## src/mnio_pkg.sv

```systemverilog
package mnio_pkg;
   typedef enum logic [3:0] {
      MNIO_OP_IDLE,
      MNIO_OP_SMUL_B,
      MNIO_OP_SMUL_W,
      MNIO_OP_SMUL_IMM,
      MNIO_OP_UMUL_B,
      MNIO_OP_UMUL_W,
      MNIO_OP_NEG,
      MNIO_OP_NOT,
      MNIO_OP_INVERT_ONE_BIT_OP_CL,
      MNIO_OP_INVERT_ONE_BIT_OP_IMM,
      MNIO_OP_CMC
   } mnio_op_t;
   localparam int MNIO_CLK_PERIOD_NS = 100;
   localparam int MNIO_IDLE_CYCLES = 3;
   localparam int MNIO_BYTE_IDX_W = 3;
   localparam int MNIO_WORD_IDX_W = 4;
   localparam logic [4:0] MNIO_FLAGS_RESET = 5'h00;
   localparam int MNIO_F_CY = 0;
   localparam int MNIO_F_V = 1;
   localparam int MNIO_F_P = 2;
   localparam int MNIO_F_S = 3;
   localparam int MNIO_F_Z = 4;
   localparam int MNIO_F_AC = 5;
   localparam int MNIO_SIZE_BIT = 0;
endpackage

```

## src/mnio_res_if.sv

```systemverilog
`timescale 1ns/1ns
`default_nettype none
interface mnio_res_if;
   logic [15:0] acc;
   logic [15:0] ext;
   logic [15:0] dst;
   logic [5:0] flags;
   logic wr_acc;
   logic wr_ext;
   logic wr_dst;
   logic [5:0] flag_we;
   modport src(output acc, ext, dst, flags, wr_acc, wr_ext, wr_dst, flag_we);
   modport snk(input acc, ext, dst, flags, wr_acc, wr_ext, wr_dst, flag_we);
endinterface
`default_nettype wire

```

## src/mnio_bitop.sv

```systemverilog
`timescale 1ns/1ns
`default_nettype none
module mnio_bitop
   import mnio_pkg::*;
(
   input wire mnio_op_t op,
   input wire logic is_word,
   input wire logic [15:0] dst,
   input wire logic [7:0] count_low_reg,
   input wire logic [7:0] imm_idx,
   output logic [15:0] res,
   output logic cy,
   output logic ac,
   output logic v
);
   function automatic logic [3:0] bit_index(input logic [7:0] raw, input logic w);
      bit_index = w ? raw[MNIO_WORD_IDX_W-1:0] : {1'b0, raw[MNIO_BYTE_IDX_W-1:0]};
   endfunction
   logic [15:0] neg;
   logic [3:0] idx;
   always_comb begin
      neg = 16'h0 - dst;
      idx = 4'h0;
      res = dst;
      cy = 1'b0;
      ac = 1'b0;
      v = 1'b0;
      case (op)
         MNIO_OP_NEG: begin
            res = is_word ? neg : {8'h00, neg[7:0]};
            cy = is_word ? (dst != 16'h0) : (dst[7:0] != 8'h00);
            ac = (dst[3:0] != 4'h0);
            v = is_word ? (dst == 16'h8000) : (dst[7:0] == 8'h80);
         end
         MNIO_OP_NOT: begin
            res = is_word ? ~dst : {8'h00, ~dst[7:0]};
         end
         MNIO_OP_INVERT_ONE_BIT_OP_CL: begin
            idx = bit_index(count_low_reg, is_word);
            res = dst ^ (16'h0001 << idx);
         end
         MNIO_OP_INVERT_ONE_BIT_OP_IMM: begin
            idx = bit_index(imm_idx, is_word);
            res = dst ^ (16'h0001 << idx);
         end
         default: begin
            res = dst;
         end
      endcase
      if (!is_word) begin
         res[15:8] = 8'h00;
      end
   end
endmodule
`default_nettype wire

```

## src/mnio_mul.sv

```systemverilog
`timescale 1ns/1ns
`default_nettype none
module mnio_mul
   import mnio_pkg::*;
(
   input wire mnio_op_t op,
   input wire logic [15:0] accum_word,
   input wire logic [15:0] src,
   input wire logic [15:0] imm,
   input wire logic imm_is_byte,
   output logic [15:0] lo,
   output logic [15:0] hi,
   output logic ovf
);
   logic signed [31:0] sp;
   logic [31:0] up;
   logic signed [15:0] mult;
   always_comb begin
      mult = imm_is_byte ? {{8{imm[7]}}, imm[7:0]} : imm;
      sp = 32'sh0;
      up = 32'h0;
      lo = 16'h0;
      hi = 16'h0;
      ovf = 1'b0;
      case (op)
         MNIO_OP_SMUL_B: begin
            sp = 32'(signed'({{8{accum_word[7]}}, accum_word[7:0]}) * signed'({{8{src[7]}}, src[7:0]}));
            lo = sp[15:0];
            ovf = (sp[15:8] != {8{sp[7]}});
         end
         MNIO_OP_SMUL_W: begin
            sp = 32'(signed'({{16{accum_word[15]}}, accum_word}) * signed'({{16{src[15]}}, src}));
            lo = sp[15:0];
            hi = sp[31:16];
            ovf = (sp[31:16] != {16{sp[15]}});
         end
         MNIO_OP_SMUL_IMM: begin
            sp = 32'(signed'({{16{src[15]}}, src}) * signed'({{16{mult[15]}}, mult}));
            lo = sp[15:0];
            ovf = (sp[31:16] != {16{sp[15]}});
         end
         MNIO_OP_UMUL_B: begin
            up = {16'h0, 8'h0, accum_word[7:0]} * {16'h0, 8'h0, src[7:0]};
            lo = up[15:0];
            ovf = (up[15:8] != 8'h00);
         end
         MNIO_OP_UMUL_W: begin
            up = {16'h0, accum_word} * {16'h0, src};
            lo = up[15:0];
            hi = up[31:16];
            ovf = (up[31:16] != 16'h0000);
         end
         default: begin
            lo = 16'h0;
         end
      endcase
   end
endmodule
`default_nettype wire

```

## src/mnio_top.sv

```systemverilog
// What this block does
// - Signed byte multiply; flags on non-sign-extended high byte.
// - Signed word multiply into extension and accumulator.
// - Immediate signed multiply; flags when not 16-bit.
// - Unsigned byte multiply; flags when high byte nonzero.
// - Unsigned word multiply; flags when high half nonzero.
// - Invert all bits, flags untouched.
// - Invert one selected bit, flags untouched.
// - Count index uses low 3 or 4 bits.
// - Register immediate index from fourth byte, masked.
// - Memory immediate index from last byte, masked.
// - Carry complement changes only carry.
`timescale 1ns/1ns
`default_nettype none
module mnio_top
   import mnio_pkg::*;
(
   input wire logic CLK,
   input wire logic RST_N,
   input wire logic START,
   input wire mnio_op_t OP,
   input wire logic [7:0] OPCODE0,
   input wire logic [15:0] ACCUM_WORD_IN,
   input wire logic [15:0] SRC,
   input wire logic [15:0] DST_IN,
   input wire logic [15:0] IMM,
   input wire logic IMM_IS_BYTE,
   input wire logic [7:0] COUNT_LOW_REG,
   input wire logic [7:0] IMM_IDX_BYTE,
   input wire logic [5:0] FLAGS_IN,
   output logic BUSY,
   output logic DONE,
   output logic [15:0] ACCUM_WORD,
   output logic [15:0] EXTENSION_WORD_REG,
   output logic [15:0] DST_OUT,
   output logic WR_ACC,
   output logic WR_EXT,
   output logic WR_DST,
   output logic [5:0] FLAGS_OUT,
   output logic [5:0] FLAG_WE
);
   mnio_res_if res_bus();
   logic [15:0] mul_lo;
   logic [15:0] mul_hi;
   logic mul_ovf;
   logic [15:0] bit_res;
   logic bit_cy;
   logic bit_ac;
   logic bit_v;
   logic is_word;

   assign is_word = OPCODE0[MNIO_SIZE_BIT];

   mnio_mul u_mul (
      .op(OP),
      .accum_word(ACCUM_WORD_IN),
      .src(SRC),
      .imm(IMM),
      .imm_is_byte(IMM_IS_BYTE),
      .lo(mul_lo),
      .hi(mul_hi),
      .ovf(mul_ovf)
   );

   mnio_bitop u_bit (
      .op(OP),
      .is_word(is_word),
      .dst(DST_IN),
      .count_low_reg(COUNT_LOW_REG),
      .imm_idx(IMM_IDX_BYTE),
      .res(bit_res),
      .cy(bit_cy),
      .ac(bit_ac),
      .v(bit_v)
   );

   function automatic logic parity8(input logic [7:0] x);
      parity8 = ~^x;
   endfunction

   // Result select: one combinational view of what the current operation writes.
   always_comb begin
      logic [15:0] r;
      r = is_word ? bit_res : {8'h00, bit_res[7:0]};
      res_bus.acc = mul_lo;
      res_bus.ext = mul_hi;
      res_bus.dst = OP == MNIO_OP_SMUL_IMM ? mul_lo : bit_res;
      res_bus.flags = FLAGS_IN;
      res_bus.wr_acc = 1'b0;
      res_bus.wr_ext = 1'b0;
      res_bus.wr_dst = 1'b0;
      res_bus.flag_we = 6'h00;
      case (OP)
         MNIO_OP_SMUL_B, MNIO_OP_UMUL_B, MNIO_OP_SMUL_W, MNIO_OP_UMUL_W, MNIO_OP_SMUL_IMM: begin
            res_bus.wr_acc = (OP != MNIO_OP_SMUL_IMM);
            res_bus.wr_ext = (OP == MNIO_OP_SMUL_W) || (OP == MNIO_OP_UMUL_W);
            res_bus.wr_dst = (OP == MNIO_OP_SMUL_IMM);
            res_bus.flag_we = 6'h3F;
            // Undefined flags are cleared so runs repeat bit for bit.
            res_bus.flags = 6'h00;
            res_bus.flags[MNIO_F_CY] = mul_ovf;
            res_bus.flags[MNIO_F_V] = mul_ovf;
         end
         MNIO_OP_NEG: begin
            res_bus.wr_dst = 1'b1;
            res_bus.flag_we = 6'h3F;
            res_bus.flags[MNIO_F_CY] = bit_cy;
            res_bus.flags[MNIO_F_V] = bit_v;
            res_bus.flags[MNIO_F_AC] = bit_ac;
            res_bus.flags[MNIO_F_P] = parity8(r[7:0]);
            res_bus.flags[MNIO_F_S] = is_word ? r[15] : r[7];
            res_bus.flags[MNIO_F_Z] = (r == 16'h0000);
         end
         MNIO_OP_NOT, MNIO_OP_INVERT_ONE_BIT_OP_CL, MNIO_OP_INVERT_ONE_BIT_OP_IMM: begin
            res_bus.wr_dst = 1'b1;
         end
         MNIO_OP_CMC: begin
            res_bus.flag_we[MNIO_F_CY] = 1'b1;
            res_bus.flags[MNIO_F_CY] = ~FLAGS_IN[MNIO_F_CY];
         end
         default: begin
            res_bus.flag_we = 6'h00;
         end
      endcase
   end

   typedef enum logic [1:0] {MNIO_IDLE_ST, MNIO_WAIT_ST} mnio_state_t;
   mnio_state_t state;
   mnio_state_t next_state;
   logic [1:0] cnt;
   logic [1:0] next_cnt;
   logic next_busy;
   logic next_done;
   logic [15:0] next_acc;
   logic [15:0] next_ext;
   logic [15:0] next_dst;
   logic next_wr_acc;
   logic next_wr_ext;
   logic next_wr_dst;
   logic [5:0] next_flags;
   logic [5:0] next_flag_we;

   always_comb begin
      next_state = state;
      next_cnt = cnt;
      next_busy = 1'b0;
      next_done = 1'b0;
      next_acc = ACCUM_WORD;
      next_ext = EXTENSION_WORD_REG;
      next_dst = DST_OUT;
      next_flags = FLAGS_OUT;
      next_wr_acc = 1'b0;
      next_wr_ext = 1'b0;
      next_wr_dst = 1'b0;
      next_flag_we = 6'h00;
      case (state)
         MNIO_IDLE_ST: begin
            if (START && OP == MNIO_OP_IDLE) begin
               // Idle holds busy for all but the last of its cycles, drops it with done, and writes nothing.
               next_state = MNIO_WAIT_ST;
               next_cnt = 2'(MNIO_IDLE_CYCLES - 1);
               next_busy = 1'b1;
            end else if (START) begin
               next_done = 1'b1;
               next_acc = res_bus.acc;
               next_ext = res_bus.ext;
               next_dst = res_bus.dst;
               next_flags = res_bus.flags;
               next_wr_acc = res_bus.wr_acc;
               next_wr_ext = res_bus.wr_ext;
               next_wr_dst = res_bus.wr_dst;
               next_flag_we = res_bus.flag_we;
            end
         end
         MNIO_WAIT_ST: begin
            next_cnt = cnt - 2'h1;
            next_busy = (cnt != 2'h1);
            if (cnt == 2'h1) begin
               next_state = MNIO_IDLE_ST;
               next_done = 1'b1;
            end
         end
         default: begin
            next_state = MNIO_IDLE_ST;
         end
      endcase
   end

   always_ff @(posedge CLK) begin
      if (!RST_N) begin
         state <= MNIO_IDLE_ST;
         cnt <= 2'h0;
         BUSY <= 1'b0;
         DONE <= 1'b0;
         ACCUM_WORD <= 16'h0000;
         EXTENSION_WORD_REG <= 16'h0000;
         DST_OUT <= 16'h0000;
         FLAGS_OUT <= 6'h00;
         WR_ACC <= 1'b0;
         WR_EXT <= 1'b0;
         WR_DST <= 1'b0;
         FLAG_WE <= 6'h00;
      end else begin
         state <= next_state;
         cnt <= next_cnt;
         BUSY <= next_busy;
         DONE <= next_done;
         ACCUM_WORD <= next_acc;
         EXTENSION_WORD_REG <= next_ext;
         DST_OUT <= next_dst;
         FLAGS_OUT <= next_flags;
         WR_ACC <= next_wr_acc;
         WR_EXT <= next_wr_ext;
         WR_DST <= next_wr_dst;
         FLAG_WE <= next_flag_we;
      end
   end

   a_idle_three_cycles: assert property (@(posedge CLK) disable iff (!RST_N)
      (START && OP == MNIO_OP_IDLE && state == MNIO_IDLE_ST) |=> BUSY[*2] ##1 DONE)
      else $error("idle did not take three cycles");
   a_idle_no_write: assert property (@(posedge CLK) disable iff (!RST_N)
      (state == MNIO_WAIT_ST) |-> !WR_ACC && !WR_EXT && !WR_DST && FLAG_WE == 6'h00)
      else $error("idle wrote state");
   a_umulw_flags: assert property (@(posedge CLK) disable iff (!RST_N)
      (START && state == MNIO_IDLE_ST && OP == MNIO_OP_UMUL_W) |=>
      FLAGS_OUT[MNIO_F_CY] == (EXTENSION_WORD_REG != 16'h0000) && WR_EXT)
      else $error("unsigned word flags wrong");
   a_smulb_flags: assert property (@(posedge CLK) disable iff (!RST_N)
      (START && state == MNIO_IDLE_ST && OP == MNIO_OP_SMUL_B) |=>
      FLAGS_OUT[MNIO_F_V] == (ACCUM_WORD[15:8] != {8{ACCUM_WORD[7]}}))
      else $error("signed byte flags wrong");
   a_smulw_flags: assert property (@(posedge CLK) disable iff (!RST_N)
      (START && state == MNIO_IDLE_ST && OP == MNIO_OP_SMUL_W) |=>
      FLAGS_OUT[MNIO_F_CY] == (EXTENSION_WORD_REG != {16{ACCUM_WORD[15]}}))
      else $error("signed word flags wrong");
   a_neg_carry: assert property (@(posedge CLK) disable iff (!RST_N)
      (START && state == MNIO_IDLE_ST && OP == MNIO_OP_NEG && is_word) |=>
      FLAGS_OUT[MNIO_F_CY] == ($past(DST_IN) != 16'h0000) && DST_OUT == 16'(16'h0 - $past(DST_IN)))
      else $error("negate result or carry wrong");
   a_not_flags: assert property (@(posedge CLK) disable iff (!RST_N)
      (START && state == MNIO_IDLE_ST && OP == MNIO_OP_NOT) |=>
      FLAG_WE == 6'h00 && WR_DST && (DST_OUT[7:0] == ~$past(DST_IN[7:0])))
      else $error("invert touched flags");
   a_invert_one_bit_op_cl_byte: assert property (@(posedge CLK) disable iff (!RST_N)
      (START && state == MNIO_IDLE_ST && OP == MNIO_OP_INVERT_ONE_BIT_OP_CL && !is_word) |=>
      (DST_OUT[7:0] ^ $past(DST_IN[7:0])) == 8'(8'h01 << $past(COUNT_LOW_REG[2:0])) && FLAG_WE == 6'h00)
      else $error("bit invert index wrong");
   a_cmc_only: assert property (@(posedge CLK) disable iff (!RST_N)
      (START && state == MNIO_IDLE_ST && OP == MNIO_OP_CMC) |=>
      FLAG_WE == 6'h01 && FLAGS_OUT[MNIO_F_CY] != $past(FLAGS_IN[MNIO_F_CY]))
      else $error("carry complement wrong");
   c_idle: cover property (@(posedge CLK) START && OP == MNIO_OP_IDLE ##3 DONE);
   c_smul_ovf: cover property (@(posedge CLK) START && OP == MNIO_OP_SMUL_IMM && mul_ovf);
   c_neg_zero: cover property (@(posedge CLK) START && OP == MNIO_OP_NEG && DST_IN == 16'h0000);
endmodule
`default_nettype wire

```

## config.mk

```make
export PLATFORM = sky130hd
export DESIGN_NAME = mnio_top
export DESIGN_NICKNAME = d
export VERILOG_FILES = /design/src/mnio_pkg.sv /design/src/mnio_res_if.sv /design/src/mnio_bitop.sv /design/src/mnio_mul.sv /design/src/mnio_top.sv
export SDC_FILE = /design/constraint.sdc
export NUM_CORES = 2
export LEC_CHECK = 0
export ABC_CLOCK_PERIOD_IN_PS = 9500
export BUFFER_PORTS_ARGS = -buffer_cell sky130_fd_sc_hd__buf_2
export CAP_MARGIN = 20
export CORE_MARGIN = 2
export CORE_UTILIZATION = 30
export DETAILED_ROUTE_END_ITERATION = 8
export PLACE_DENSITY = 0.46
export SYNTH_ARGS = -nofsm -noshare
export SYNTH_HDL_FRONTEND = slang
export SYNTH_SLANG_ARGS = --single-unit
```

## constraint.sdc

```tcl
create_clock -name CLK -period 9.5 [get_ports CLK]
set_clock_uncertainty 0.15 [all_clocks]
set_input_delay 0.475 -clock CLK [delete_from_list [all_inputs] [get_ports CLK]]
set_output_delay 0.475 -clock CLK [all_outputs]
set_load 0.05 [all_outputs]
```

==> Word-level counts from Yosys, hierarchy flattened <==
Index checks and enable logic that the tools add are counted.
{ "totals": {"ff_bits": 69, "in_bits": 102, "output_inout_bits": 65} }
{ "classes": {"add_sub_neg": 2, "mul": 5, "n_eq_ne": 21, "shift": 2, "muxes": 31, "bitwise": 10, "n_reduce_logical": 21} }
{ "op_table": {"columns": ["cell", "n"], "rows": [
  ["16-bit by 16-bit multiplier with 32-bit output", 3],
  ["16-bit 2-to-1 mux", 5],
  ["16-bit one-hot mux with 5 select lines", 1],
  ["16-bit one-hot mux with 4 select lines", 1],
  ["8-bit by 8-bit multiplier with 16-bit output", 2],
  ["16-bit != test", 2],
  ["16-bit one-hot mux with 2 select lines", 1],
  ["16-bit nonzero test", 2],
  ["1-bit by 4-bit left shift with 16-bit output (first input constant)", 2],
  ["16-bit XOR", 2],
  ["16-bit == test (second input constant)", 1],
  ["4-bit by 3-bit == test with 1-bit output (second input constant)", 4],
  ["16-bit logical NOT", 1],
  ["16-bit inverter", 1],
  ["8-bit nonzero test", 2],
  ["1-bit by 16-bit subtractor with 16-bit output (first input constant)", 1],
  ["4-bit == test (second input constant)", 3],
  ["5-bit one-hot mux with 2 select lines", 1],
  ["5-bit OR reduction", 2],
  ["4-bit by 2-bit == test with 1-bit output (second input constant)", 2],
  ["8-bit == test (second input constant)", 1],
  ["1-bit 2-to-1 mux", 8],
  ["4-bit 2-to-1 mux", 2],
  ["8-bit 2-to-1 mux", 1],
  ["other kinds (27)", 41]
]} }

==> Logic depth before layout (Yosys ltp) <==
{ "logic_depth": {"word_depth": 8, "mapped_depth": 29, "mapped_depth_nobuf": 26} }

==> Hierarchy <==
Synthesis repeated with hierarchy kept, for this count alone.
{ "hier_totals": {"hier_cells": 3759, "hier_area_um2": 33201.8} }
{ "modules_own_cells": {"columns": ["module", "instances", "cells_each", "area_each_um2", "seq_area_each_um2"], "rows": [
  ["mnio_mul", 1, 3227, 28950.3, 0.0],
  ["mnio_top", 1, 344, 2971.6, 1281.2],
  ["mnio_bitop", 1, 188, 1280.0, 0.0]
]} }

==> Worst setup path after synthesis <==
OpenSTA, ideal clock, no wires.
{ "synth_timing": {"path_type": "input-to-reg", "from": "in IMM_IS_BYTE", "to": "reg FLAGS_OUT[0]", "arrival_ns": 7.420, "required_time_ns": 9.216, "slack_ns": 1.796, "stages": 27, "path_buffers": 3, "path_cell_list": "clkbuf_1 -> nand2_1 -> o21ai_0 -> clkbuf_1 -> nand2_1 -> fa_1 -> inv_1 -> fa_1 -> fa_1 -> fa_1 -> fa_1 -> inv_1 -> fa_1 -> inv_1 -> ha_1 -> clkbuf_1 -> o21ai_0 -> a221oi_1 -> o21ai_0 -> a32o_1 -> or3_1 -> or4_1 -> nor3_1 -> a31o_2 -> a31oi_1 -> nor4_1 -> a31oi_1"} }
{ "synth_via": {"elab_chain_cells": 5} }
{ "synth_rtl": {"columns": ["element", "line", "text"], "rows": [
  ["start, declared", "mnio_top.sv:27", "input wire logic IMM_IS_BYTE,"],
  ["16-bit 2-to-1 mux", "mnio_mul.sv:19", "mult = imm_is_byte ? {{8{imm[7]}}, imm[7:0]} : imm;"],
  ["16-bit by 16-bit multiplier with 32-bit output", "mnio_mul.sv:38", "sp = 32'(signed'({{16{src[15]}}, src}) * signed'({{16{mult[15]}}, mult}));"],
  ["16-bit != test", "mnio_mul.sv:40", "ovf = (sp[31:16] != {16{sp[15]}});"],
  ["1-bit one-hot mux with 5 select lines", "mnio_mul.sv:25", "case (op)"],
  ["1-bit one-hot mux with 3 select lines", "mnio_top.sv:93", "case (OP)"],
  ["end signal, assigned", "mnio_top.sv:211", "FLAGS_OUT <= next_flags;"],
  ["end, declared", "mnio_top.sv:39", "output logic [5:0] FLAGS_OUT,"]
]} }
Every way passes these cells.
A chain may end at the register's enable or synchronous reset.

==> Worst setup path in the final report <==
{ "layout_timing": {"from": "in SRC[4]", "to": "reg FLAGS_OUT[1]"} }
{ "layout_via": {"elab_chain_cells": 4, "word_cells_on_any_way": 12, "cone_classes": "mul (5); eq/ne (3); mux (2); reduce/logical (2)"} }
{ "layout_rtl": {"columns": ["element", "line", "text"], "rows": [
  ["start, declared", "mnio_top.sv:24", "input wire logic [15:0] SRC,"],
  ["16-bit by 16-bit multiplier with 32-bit output, or another cell as far along", "mnio_mul.sv:38", null],
  ["16-bit != test, or another cell as far along", "mnio_mul.sv:40", null],
  ["1-bit one-hot mux with 5 select lines (*)", "mnio_mul.sv:25", null],
  ["5-bit one-hot mux with 2 select lines (*)", "mnio_top.sv:93", null]
]} }
Every way passes the cells marked *; elsewhere a longest branch is shown, timed or not.

==> results_dict.tcl <==
set metrics [dict create \
    outcome "complete, no violations" \
    rsz0062_at_grt "false" \
    synthesis.area_sq_mm 0.0333 \
    finalSetupTns_ns 0 \
    area_growth_pct 8.27 \
    setup_viol 0 \
    routed_wl_mm 101 \
    hold_slack_ns 0.253 \
    drive_above_1_share 0.0685 \
    cpLargestDelayFamily "adder cells" \
    crit_path_end "FLAGS_OUT[1]" \
    syn_inst 3851 \
    clk_latency_ns 0.34 \
    regToRegSetupSlack_ns 6.73 \
    worstSetupEndpointType "flip-flop" \
    cp.arrival_ns 8.73 \
    required_ns 9.54 \
    r2r_end "ACCUM_WORD[10]" \
    ant_nets 0 \
    cts_resized 0 \
    grt_usage 0.182 \
    synth_seq_cells 64 \
    crit_path_max_incr_delay_ns 0.80 \
    finalCritPeriodShare 0.915 \
    avgSynthCellArea_sq_um 8.64 \
    overflow 0 \
    min_delay_path_depth 3 \
    tightest_slew_ns 1.05 \
    slowest_stage "nor4_1" \
    syn-num-nets 4963 \
    die-area_sq_mm 0.114 \
    path_buf_inv 5 \
    fillerInstances 11800 \
    relSlewSlack 0.303 \
    chipWidth_um 337 \
    synth.distinct_cells 84 \
    cts_buffers 9 \
    cts_max_level 3 \
    cts_num_sinks 64 \
    crit_cells 23 \
    drtIter0Drc 1417 \
    first_pass_iters 5 \
    cts_tree "built" \
    synth_seq_area_share 0.0385 \
    async_reset_ff_frac 0 \
    hp-class "primary input to flip-flop" \
    regArea_sq_mm 0.00128 \
    cts_setup_buffers 0 \
    path_class "primary input to flip-flop" \
    hold_buffers 0 \
    antenna_found_initial 4 \
    core-area_sq_mm 0.110 \
    grt_pass1_vias 27300 \
    reg2reg_from "state[0]" \
    drc 0 \
    num_antenna_cells 0 \
    routed_via_density 4.85 \
    max_cap_violations 0 \
    dp_hpwl_mm 86.2 \
    clkTransAtPathRegs_ns 0.06 \
    rows 122 \
    start_kind "primary input" \
    fin_nets 5021 \
    final_cells 5402 \
    grt_pass1_wl_mm 161 \
    startpoint "SRC[4]" \
    vias 26200 \
    port_buffers 151 \
    holdCritStartpoint "FLAGS_IN[4]" \
    grt_start_max_net_pins 40 \
    multi_input_area_sq_mm 0.0281 \
    crit_top_cell "fa_1" \
    dp.cells 5384 \
    clockRootBuffer "clkbuf_16" \
    path_cells "buf_2 -> nand2_1 -> fa_1 -> inv_1 -> fa_1 -> fa_1 -> inv_1 -> fa_1 -> fa_1 -> fa_1 -> inv_1 -> ha_1 -> nand4_1 -> a2111oi_0 -> buf_4 -> nand2_1 -> o21ai_0 -> nor3_1 -> a311oi_1 -> and4_1 -> a31oi_1 -> nor4_1 -> a31oi_1" \
    synth_edf_count 0 \
    drv_slew 0 \
    ys.flop_type "dfxtp_1" \
    fmax_ghz 0.115 \
    io_pins 167 \
    start_util 0.301 \
    cts_buffer_depth 2 \
    fin_crit_ns 8.69 \
    gp_congestion 0.900 \
    hold_viol 0 \
    reg2reg_depth 7 \
    die_height_um 337 \
    post_drt_wl_per_cell_um 18.8 \
    ys_warn_count 0 \
    cp_max_fo 32 \
]
-- layout by cell type (no fill, tap or decap), types with 10 or more instances in the layout --
cell / n
inv_1: 864
fa_1: 713
nand2_1: 405
ha_1: 297
and2_1: 216
buf_2: 151
nor2_1: 143
a21oi_1: 143
o21ai_0: 133
xnor2_1: 84
dfxtp_1: 64
buf_4: 55
nor3_1: 48
a21o_1: 41
a211oi_1: 36
xor2_1: 33
a31oi_1: 31
nand2b_1: 30
nand3_1: 28
o21a_1: 26
or2_2: 22
o211ai_1: 21
o22ai_1: 19
nor4_1: 18
a221oi_1: 18
nand4_1: 16
and3_1: 16
nor2b_1: 15
or3_1: 15
a22oi_1: 11
a211o_1: 11
o211a_1: 11
mux2i_1: 10
-- area by class of cell --
cell class              count  area share
repair buffers            208      0.0332
flip-flops and latches     64      0.0356
well taps                1488      0.0517
clock inverters             4     0.00142
multi-input cells        2761       0.781
inverters                 865      0.0902
clock buffers              12     0.00712
-- routing by layer --
metal  vias up  GRT usage  share of wire
li1      12200          -              -
met1     13400      0.260           0.47
met2       476      0.304           0.48
met3        61     0.0134          0.036
met4         4     0.0298          0.017
met5         -          0        0.00027
-- Yosys cell counts, drive strengths merged, types with 7 or more instances --
master | count | area share
dfxtp | 64 | 0.039
a31o | 7 | 0.0018
xnor2 | 84 | 0.022
nand3b | 8 | 0.0018
o21bai | 7 | 0.0016
nand4 | 16 | 0.0030
a21o | 41 | 0.0093
ha | 297 | 0.11
xor2 | 33 | 0.0087
nor2b | 15 | 0.0028
or3 | 15 | 0.0028
buf | 9 | 0.0017
clkbuf | 152 | 0.017
o21a | 26 | 0.0059
a211oi | 36 | 0.0081
o22ai | 19 | 0.0036
o211a | 11 | 0.0033
or4 | 8 | 0.0019
nand3 | 28 | 0.0042
nand2b | 30 | 0.0056
a22oi | 11 | 0.0025
nor3 | 49 | 0.0074
o21ai | 142 | 0.021
o211ai | 21 | 0.0047
a2111oi | 10 | 0.0028
nand2 | 406 | 0.046
or2 | 23 | 0.0043
a21oi | 143 | 0.022
fa | 713 | 0.43
a31oi | 31 | 0.0058
mux2i | 10 | 0.0030
o2111ai | 7 | 0.0018
and2 | 217 | 0.041
a311oi | 7 | 0.0018
o221ai | 7 | 0.0018
nor4 | 19 | 0.0040
inv | 864 | 0.098
a221oi | 18 | 0.0047
nor2 | 143 | 0.016
and3 | 17 | 0.0032
a211o | 11 | 0.0029
-- stage by stage --
stage	cell area [sq um]	worst slack, ns	util
4_1_cts	36000	0.802	0.326
2_1_floorplan	33300	1.80	-
3_5_place_dp	35700	0.458	0.323
3_3_place_gp	35700	0.504	0.323
5_1_grt	36000	0.302	0.326
6_report	36000	0.810	0.326
-- how the worst min path moves through the flow --
stage	to	slack, ns
floorplan	DONE	0.33
global placement	DST_OUT[4]	0.30
detailed placement	DST_OUT[4]	0.31
CTS	FLAGS_OUT[4]	0.25
global route	FLAGS_OUT[4]	0.26
finish	FLAGS_OUT[4]	0.25
-- kinds of logic (layout without fill, tap and decap cells) --
kind of cell	Yosys count	in the layout	synth area share
AND/OR/NAND/NOR	1019	1019	0.151
XOR/XNOR	117	117	0.0308
adder cells (fa/ha/maj)	1010	1010	0.541
AO/OA/AOI/OAI	603	603	0.119
buffers and inverters	1026	1089	0.116
flip-flops	64	64	0.0385
multiplexers	12	12	0.00369
-- worst min-delay path: stages --
cell and delay (ns):
buf_2 0.10, nand2_1 0.05, a311oi_1 0.08
-- registers in the layout (all words and copies together) (netlist names) --
name	count
ACCUM_WORD	16
BUSY	1
DONE	1
DST_OUT	16
EXTENSION_WORD_REG	16
FLAGS_OUT	6
FLAG_WE	2
WR_ACC	1
WR_DST	1
WR_EXT	1
cnt	2
state	1
Power is not shown: default switching activity piles up to over one toggle a cycle in this logic, so the estimate is an artifact.
